[config.mk]
export PLATFORM = sky130hd
export DESIGN_NAME = pmc_ctrl_flat
export DESIGN_NICKNAME = d
export VERILOG_FILES = /design/src/shared/pmc_pkg.sv /design/src/shared/pmc_if.sv /design/src/hw/pmc_ctrl.sv /design/src/flat_wrapper.sv
export VERILOG_INCLUDE_DIRS = /design/src /design/src/shared
export SDC_FILE = /design/constraint.sdc
export NUM_CORES = 1
export LEC_CHECK = 0
export ABC_AREA = 1
export BUFFER_PORTS_ARGS = -buffer_cell sky130_fd_sc_hd__buf_2
export CORE_MARGIN = 3
export CORE_UTILIZATION = 30
export DETAILED_ROUTE_END_ITERATION = 6
export HOLD_SLACK_MARGIN = 0.12
export PLACE_DENSITY = 0.62
export SYNTH_ARGS = -nofsm -noshare
export SYNTH_HDL_FRONTEND = slang
export SYNTH_SLANG_ARGS = --single-unit
[constraint.sdc]
create_clock -name clock -period 3.2 [get_ports clock]
set_clock_uncertainty 0.05 [all_clocks]
set_input_delay 0.48 -clock clock [delete_from_list [all_inputs] [get_ports clock]]
set_output_delay 0.48 -clock clock [all_outputs]
set_load 0.02 [all_outputs]
[src/shared/pmc_regs.svh]
// Register offsets, field positions, reset values and key constants of the power mode controller.
`ifndef PMC_REGS_SVH
`define PMC_REGS_SVH
`define PMC_MODE_OFFSET   32'h4000_2400
`define PMC_KEY_OFFSET    32'h4000_2404
`define PMC_CTRL_OFFSET   32'h4000_2480
`define PMC_STAT_OFFSET   32'h4000_2484
`define PMC_MODE_LSB      0
`define PMC_MODE_MSB      1
`define PMC_MODE_RESET    16'h0000
`define PMC_KEY_RESET     16'h0000
`define PMC_KEY_FIRST     16'h4859
`define PMC_KEY_SECOND    16'hF27B
`define PMC_SCR_DEEP_A    4'h4
`define PMC_SCR_DEEP_B    4'h6
`endif

[src/shared/pmc_pkg.sv]
// Types shared by both ends of the power mode controller.
package pmc_pkg;
  typedef enum logic [1:0] {
    PMC_ACTIVE    = 2'h0,
    PMC_CORE_NAP  = 2'h1,
    PMC_SYS_NAP   = 2'h2,
    PMC_HIBERNATE = 2'h3
  } pmc_mode_e;
  typedef enum logic [2:0] {
    PMC_KS_LOCKED = 3'h1,
    PMC_KS_HALF   = 3'h2,
    PMC_KS_OPEN   = 3'h4
  } pmc_key_e;
endpackage : pmc_pkg

[src/shared/pmc_if.sv]
// Interface between the processor side and the power mode controller.
`timescale 1ns/10ps
interface pmc_if;
  logic [31:0] addr;
  logic [15:0] wdata;
  logic        wr;
  logic        rd;
  logic [15:0] rdata;
  logic        sleeping;
  logic        deep_sleep;
  logic        in_handler;
  logic        wake;
  logic        wake_hi_prio;
  logic        debug_hold;
  modport ctrl (input addr, wdata, wr, rd, sleeping, deep_sleep, in_handler, wake,
                wake_hi_prio, debug_hold, output rdata);
  modport core (output addr, wdata, wr, rd, sleeping, deep_sleep, in_handler, wake,
                wake_hi_prio, debug_hold, input rdata);
endinterface : pmc_if

[src/hw/pmc_ctrl.sv]
// Power mode controller: key-protected mode register and clock and power gating.
//
// Our own choice: strobed register access.
`timescale 1ns/10ps
`include "pmc_regs.svh"
module pmc_ctrl
  import pmc_pkg::*;
(
  // Clock and resets.
  input  wire logic clock,
  input  wire logic reset,
  input  wire logic por_reset,
  // Link to the processor side.
  pmc_if.ctrl       bus,
  // Gating and power outputs.
  output logic      core_clk_en,
  output logic      bus_clk_en,
  output logic      irq_clk_en,
  output logic      logic_pwr_en,
  output logic      retain,
  output logic      asleep
);

  // ----------------------------------------------------------------
  // Register state
  // ----------------------------------------------------------------
  pmc_mode_e mode_q;
  pmc_key_e  key_q;
  logic [15:0] key_val_q;
  logic debug_hold_q;
  logic handler_sleep_q;
  logic sleep_q;
  logic wake_ok;
  logic wr_mode;
  logic wr_key;

  assign wr_mode = bus.wr && (bus.addr == `PMC_MODE_OFFSET);
  assign wr_key  = bus.wr && (bus.addr == `PMC_KEY_OFFSET);
  // A sleep entered inside a handler only ends on a higher priority wake.
  assign wake_ok = handler_sleep_q ? bus.wake_hi_prio : bus.wake;

  // ----------------------------------------------------------------
  // Key sequencer
  // ----------------------------------------------------------------
  // Tracks the two-write unlock; any stray write relocks.
  always_ff @(posedge clock) begin
    if (reset) begin
      key_q     <= PMC_KS_LOCKED;
      key_val_q <= `PMC_KEY_RESET;
    end else if (wr_key) begin
      key_val_q <= bus.wdata;
      if (bus.wdata == `PMC_KEY_FIRST) begin
        key_q <= PMC_KS_HALF;
      end else if (bus.wdata == `PMC_KEY_SECOND && key_q == PMC_KS_HALF) begin
        key_q <= PMC_KS_OPEN;
      end else begin
        key_q <= PMC_KS_LOCKED;
      end
    end else if (wr_mode) begin
      key_q <= PMC_KS_LOCKED;
    end else if (bus.wr) begin
      key_q <= PMC_KS_LOCKED;
    end
  end

  // ----------------------------------------------------------------
  // Mode register
  // ----------------------------------------------------------------
  // Holds the last accepted mode; a wake that ends a sleep returns it to active.
  always_ff @(posedge clock) begin
    if (reset) begin
      mode_q <= PMC_ACTIVE;
    end else if (sleep_q && wake_ok) begin
      mode_q <= PMC_ACTIVE;
    end else if (wr_mode && key_q == PMC_KS_OPEN) begin
      mode_q <= pmc_mode_e'(bus.wdata[`PMC_MODE_MSB:`PMC_MODE_LSB]);
    end
  end

  // ----------------------------------------------------------------
  // Sleep tracking
  // ----------------------------------------------------------------
  // Low power gating takes hold once the core reports sleep in a non-active mode, with deep sleep for hibernate, unless debug hold is set.
  always_ff @(posedge clock) begin
    if (reset) begin
      sleep_q         <= 1'b0;
      handler_sleep_q <= 1'b0;
    end else if (sleep_q) begin
      if (wake_ok) begin
        sleep_q         <= 1'b0;
        handler_sleep_q <= 1'b0;
      end
    end else if (bus.sleeping && mode_q != PMC_ACTIVE && !debug_hold_q) begin
      if (mode_q != PMC_HIBERNATE || bus.deep_sleep) begin
        sleep_q         <= 1'b1;
        handler_sleep_q <= bus.in_handler;
      end
    end
  end

  // Debug hold survives ordinary resets; only power-on clears it.
  always_ff @(posedge clock) begin
    if (por_reset) begin
      debug_hold_q <= 1'b0;
    end else if (bus.debug_hold) begin
      debug_hold_q <= 1'b1;
    end
  end

  // ----------------------------------------------------------------
  // Gating outputs
  // ----------------------------------------------------------------
  // In active mode core sleep is left to the core itself.
  always_ff @(posedge clock) begin
    if (reset) begin
      core_clk_en  <= 1'b1;
      bus_clk_en   <= 1'b1;
      irq_clk_en   <= 1'b1;
      logic_pwr_en <= 1'b1;
      retain       <= 1'b0;
      asleep       <= 1'b0;
    end else begin
      core_clk_en  <= !(sleep_q && !wake_ok);
      bus_clk_en   <= !(sleep_q && !wake_ok && mode_q >= PMC_SYS_NAP);
      irq_clk_en   <= !(sleep_q && !wake_ok && mode_q == PMC_HIBERNATE);
      logic_pwr_en <= !(sleep_q && !wake_ok && mode_q == PMC_HIBERNATE);
      retain       <= sleep_q && !wake_ok && mode_q == PMC_HIBERNATE;
      asleep       <= sleep_q && !wake_ok;
    end
  end

  // Read data one cycle after the strobe; reserved bits read zero.
  always_ff @(posedge clock) begin
    if (reset) begin
      bus.rdata <= 16'h0000;
    end else if (bus.rd) begin
      case (bus.addr)
        `PMC_MODE_OFFSET: bus.rdata <= {14'h0000, mode_q};
        `PMC_KEY_OFFSET:  bus.rdata <= key_val_q;
        `PMC_STAT_OFFSET: bus.rdata <= {12'h000, debug_hold_q, handler_sleep_q,
                                        sleep_q, key_q == PMC_KS_OPEN};
        default:          bus.rdata <= 16'h0000;
      endcase
    end else begin
      bus.rdata <= 16'h0000;
    end
  end

endmodule : pmc_ctrl

[src/flat_wrapper.sv]
// flat-port wrapper written by rule: the top's interface ports become plain ports
module pmc_ctrl_flat import pmc_pkg::*;
  (clock, reset, por_reset, core_clk_en, bus_clk_en, irq_clk_en, logic_pwr_en, retain, asleep, bus_addr, bus_wdata, bus_wr, bus_rd, bus_sleeping, bus_deep_sleep, bus_in_handler, bus_wake, bus_wake_hi_prio, bus_debug_hold, bus_rdata);
  pmc_if bus_i ();
  input  wire logic clock;
  input  wire logic reset;
  input  wire logic por_reset;
  output logic core_clk_en;
  output logic bus_clk_en;
  output logic irq_clk_en;
  output logic logic_pwr_en;
  output logic retain;
  output logic asleep;
  input wire logic [$bits(bus_i.addr)-1:0] bus_addr;
  input wire logic [$bits(bus_i.wdata)-1:0] bus_wdata;
  input wire logic [$bits(bus_i.wr)-1:0] bus_wr;
  input wire logic [$bits(bus_i.rd)-1:0] bus_rd;
  input wire logic [$bits(bus_i.sleeping)-1:0] bus_sleeping;
  input wire logic [$bits(bus_i.deep_sleep)-1:0] bus_deep_sleep;
  input wire logic [$bits(bus_i.in_handler)-1:0] bus_in_handler;
  input wire logic [$bits(bus_i.wake)-1:0] bus_wake;
  input wire logic [$bits(bus_i.wake_hi_prio)-1:0] bus_wake_hi_prio;
  input wire logic [$bits(bus_i.debug_hold)-1:0] bus_debug_hold;
  output wire logic [$bits(bus_i.rdata)-1:0] bus_rdata;
  assign bus_i.addr = bus_addr;
  assign bus_i.wdata = bus_wdata;
  assign bus_i.wr = bus_wr;
  assign bus_i.rd = bus_rd;
  assign bus_i.sleeping = bus_sleeping;
  assign bus_i.deep_sleep = bus_deep_sleep;
  assign bus_i.in_handler = bus_in_handler;
  assign bus_i.wake = bus_wake;
  assign bus_i.wake_hi_prio = bus_wake_hi_prio;
  assign bus_i.debug_hold = bus_debug_hold;
  assign bus_rdata = bus_i.rdata;
  pmc_ctrl u_core (.clock(clock), .reset(reset), .por_reset(por_reset), .bus(bus_i), .core_clk_en(core_clk_en), .bus_clk_en(bus_clk_en), .irq_clk_en(irq_clk_en), .logic_pwr_en(logic_pwr_en), .retain(retain), .asleep(asleep));
endmodule
==> summary.md <==
| Metric | Value |
|---|---|
| Outcome | complete, no violations |
| DP Worst Slack | about 1200 ps |
| Worst Hold Class | in2reg |
| # Max-Cap Violations | 0 |
| Syn Std Cell Area | 2227 µm² |
| GP Congestion | between 0.7 and 0.8 |
| Critical-path cell list | buf_2 -> nor2_1 -> nand3_1 -> nor2_1 -> nand2_1 -> nor2_2 -> nand3_1 -> nand2_1 -> nor2_1 |
| Root buffer cell | clkbuf_8 |
| Worst-path clk slew | 80 ps |
| Largest net degree at the start of global routing | 20 |
| First-pass GRT wire length | approximately 9200 µm |
| Total congestion overflow | 0 |
| Ant. Diodes | 0 |
| Finished Cell Area | ~2800 µm² |
| Share of cells above drive strength 1 | 0.2222 |
| Core area | roughly 7000 µm² |
| CP Max Fanout | 16 |
| WP buf/inv | 1 |
| Final worst path period need | approximately 1700 ps |
| Number of DRC markers in iteration 0 | between 90 and 100 |
| Sink Count | between 40 and 50 |
| Cell variety after synth | 21 |
| Post-DP HPWL | 4405 µm |
| Post-synthesis cell count | approximately 360 |
| PostCTS Resize Cnt | 0 |
| Crit path largest cell delay | approximately 500 ps |
| Reg-to-reg critical path startpoint | u_core.handler_sleep_q$_SDFFE_PP0P_ |
| Hold Crit Start | por_reset |
| Setup Buffers After CTS | 0 |
| Antenna violations before repair | 0 |
| Vias in the first global route | ~2100 |
| DIE WIDTH | 92.16 µm |
| WP data arrival | roughly 1800 ps |
| Maximum clock frequency | between 0.5 and 0.6 GHz |
| Rows | 30 |
| Setup TNS | 0 ps |
| Post-route ant nets | 0 |
| DR WL/cell | between 10 and 15 µm |
| Clock tree buffer depth | 2 |
| Max Slew Vio Count | 0 |
| Area after DPL | 2700 µm² |
| Area Growth Syn to Fin | 25.56% |
| Die height | around 90 µm |
| Hold_buf cts | 0 |
| Post-route worst setup slack | between 1000 and 1500 ps |
| Critical path type | in2reg |
| Reg2reg path depth | 5 |
| Io pins | 81 |
| 1st-pass router iterations | 4 |
| Remaining DRCs | 0 |
| Hold depth | 2 |
| Commonest non-fill, non-tap cell in the layout | nand2_1 |
| Final hold viol count | 0 |
| YS warnings | 0 |
| CP Launch Type | input port |
| Most frequent cells in the layout | nand2_1 (93), nor2_1 (91), buf_2 (80) |
| Avg Vias per Cell | between 4 and 5 |
| Max_slew headroom | 0.5761 |
| Most used cell, CP | nor2_1 |
| Share of the yosys chip area belonging to registers | 0.4045 |
| Worst Tran Pin Value | 635.1 ps |
| Clk Latency, worst-skew pair | 300 ps |
| CTS tree | yes |
| Cell Pwr Density | 366.9 nW/µm² |
| Synth Area per Inst | roughly 6 µm² |
| Die area | 8493 µm² |
| Area share of the largest cell type after synthesis | 0.4045 |
| Synth area leader | dfxtp_1 |
| Setup repair after global routing missed its margin | false |
| H-tree depth reported by CTS | 2 |
| VDD IR max | 124.6 µV |
| P_leak | between 1 and 1.5 nW |
| Crit end category | flip-flop |
| CTS Buf Count | 5 |
| Via count | approximately 2200 |
| Overall power | 0.001026 W |
| Seq cells post-synth | 45 |
| Port Buf Inserts | 80 |
| Final setup vio count | 0 |
| Most area-consuming cells after synthesis | dfxtp_1 (40%), nand2_1 (16%), nor2_1 (15%) |
| Initial Util | 0.3190 |
| Total GRT Usage | 0.1329 |
| Post-Syn Nets | 420 |
| Req. time, crit path | approximately 3300 ps |
| Final WL | around 5400 µm |
| Crit-path slowest cell | nor2_2 |
| Tcrit/Tclk final | 0.5319 |
| RR Endpoint | u_core.handler_sleep_q$_SDFFE_PP0P_ |
| Fin nets | approximately 500 |
| Flop2flop setup slack | 1990 ps |
| WHS Endpoint | u_core.debug_hold_q$_SDFFE_PP0P_ |
| Crit path max-delay family | simple AND/OR/NAND/NOR gates |
area by class of cell:
class / instances / area [µm²]
multi-input cells: 251 / 1065
clock buffers: 6 / 82.58
inverters: 57 / 214.0
flip-flops and latches: 45 / 900.9
fillers: 784 / 4185
repair buffers: 80 / 400.4
well taps: 96 / 120.1
clock inverters: 2 / 13.76
worst max-delay path by stage:
stage                      from                               end  cells after the start
floorplan           bus_addr[5]  u_core.key_val_q[0]$_SDFFE_PP0P_                      9
global placement    bus_addr[8]  u_core.key_val_q[3]$_SDFFE_PP0P_                      9
detailed placement        reset   u_core.bus.rdata[12]$_SDFF_PP0_                      6
CTS                 bus_addr[8]  u_core.key_val_q[3]$_SDFFE_PP0P_                      9
global route              reset    u_core.bus.rdata[0]$_SDFF_PP0_                      6
finish              bus_addr[8]  u_core.key_val_q[3]$_SDFFE_PP0P_                      9
routing by layer:
| metal | GRT usage | vias to the layer above | routed length (µm) |
|---|---|---|---|
| met4 | 0.04208 | 0 | 52 |
| met1 | 0.1678 | 933 | 2551 |
| met3 | 0.03117 | 4 | 261 |
| met2 | 0.2232 | 44 | 2562 |
| li1 | - | 1252 | - |
| met5 | 0 | - | 0 |
registers in the layout, indices dropped and copies added, names as in the netlist:
register	cells
u_core.irq_clk_en	1
u_core.debug_hold_q	1
u_core.sleep_q	1
u_core.core_clk_en	1
u_core.handler_sleep_q	1
u_core.retain	1
u_core.bus.rdata	16
u_core.bus_clk_en	1
u_core.mode_q	2
u_core.asleep	1
u_core.key_q	3
u_core.key_val_q	16
power breakdown:
group / switching [W] / total [W] / internal, W
Clock: 0.000191 / 0.000367 / 0.000175
Combinational: 0.0000569 / 0.0000983 / 0.0000414
Sequential: 0.000000838 / 0.000561 / 0.000560
synth_stat cells, drive strengths merged:
| cell type | number |
|---|---|
| nand4 | 3 |
| nand3b | 2 |
| nor2 | 95 |
| o21ai | 2 |
| nand3 | 39 |
| a21oi | 8 |
| nand2 | 94 |
| clkbuf | 3 |
| clkinv | 1 |
| inv | 56 |
| dfxtp | 45 |
| nor3 | 8 |
| buf | 5 |
worst reg2reg max path: stages (launching register included):
cell and delay, ps:
dfxtp_1 340, o21ai_0 180, inv_1 80, a21oi_1 290
nand2_1 90, a21oi_1 120
per-stage QoR:
stage / cells / util / hold WS, ps
2_1_floorplan: 361 / - / 362.3
3_3_place_gp: 529 / 0.3867 / 385.4
3_5_place_dp: 529 / 0.3867 / 386.3
4_1_cts: 537 / 0.4005 / 279.2
5_1_grt: 537 / 0.4005 / 272.7
6_report: 537 / 0.4005 / 288.0
cells by family (layout without fill, tap and decap cells):
kind of cell	after synthesis	after routing	synth area share
simple gates	241	241	0.4556
buf+inv	65	145	0.1174
flops	45	45	0.4045
compound gates	10	10	0.02247
Note: power is estimated with default switching activity, not from simulation.
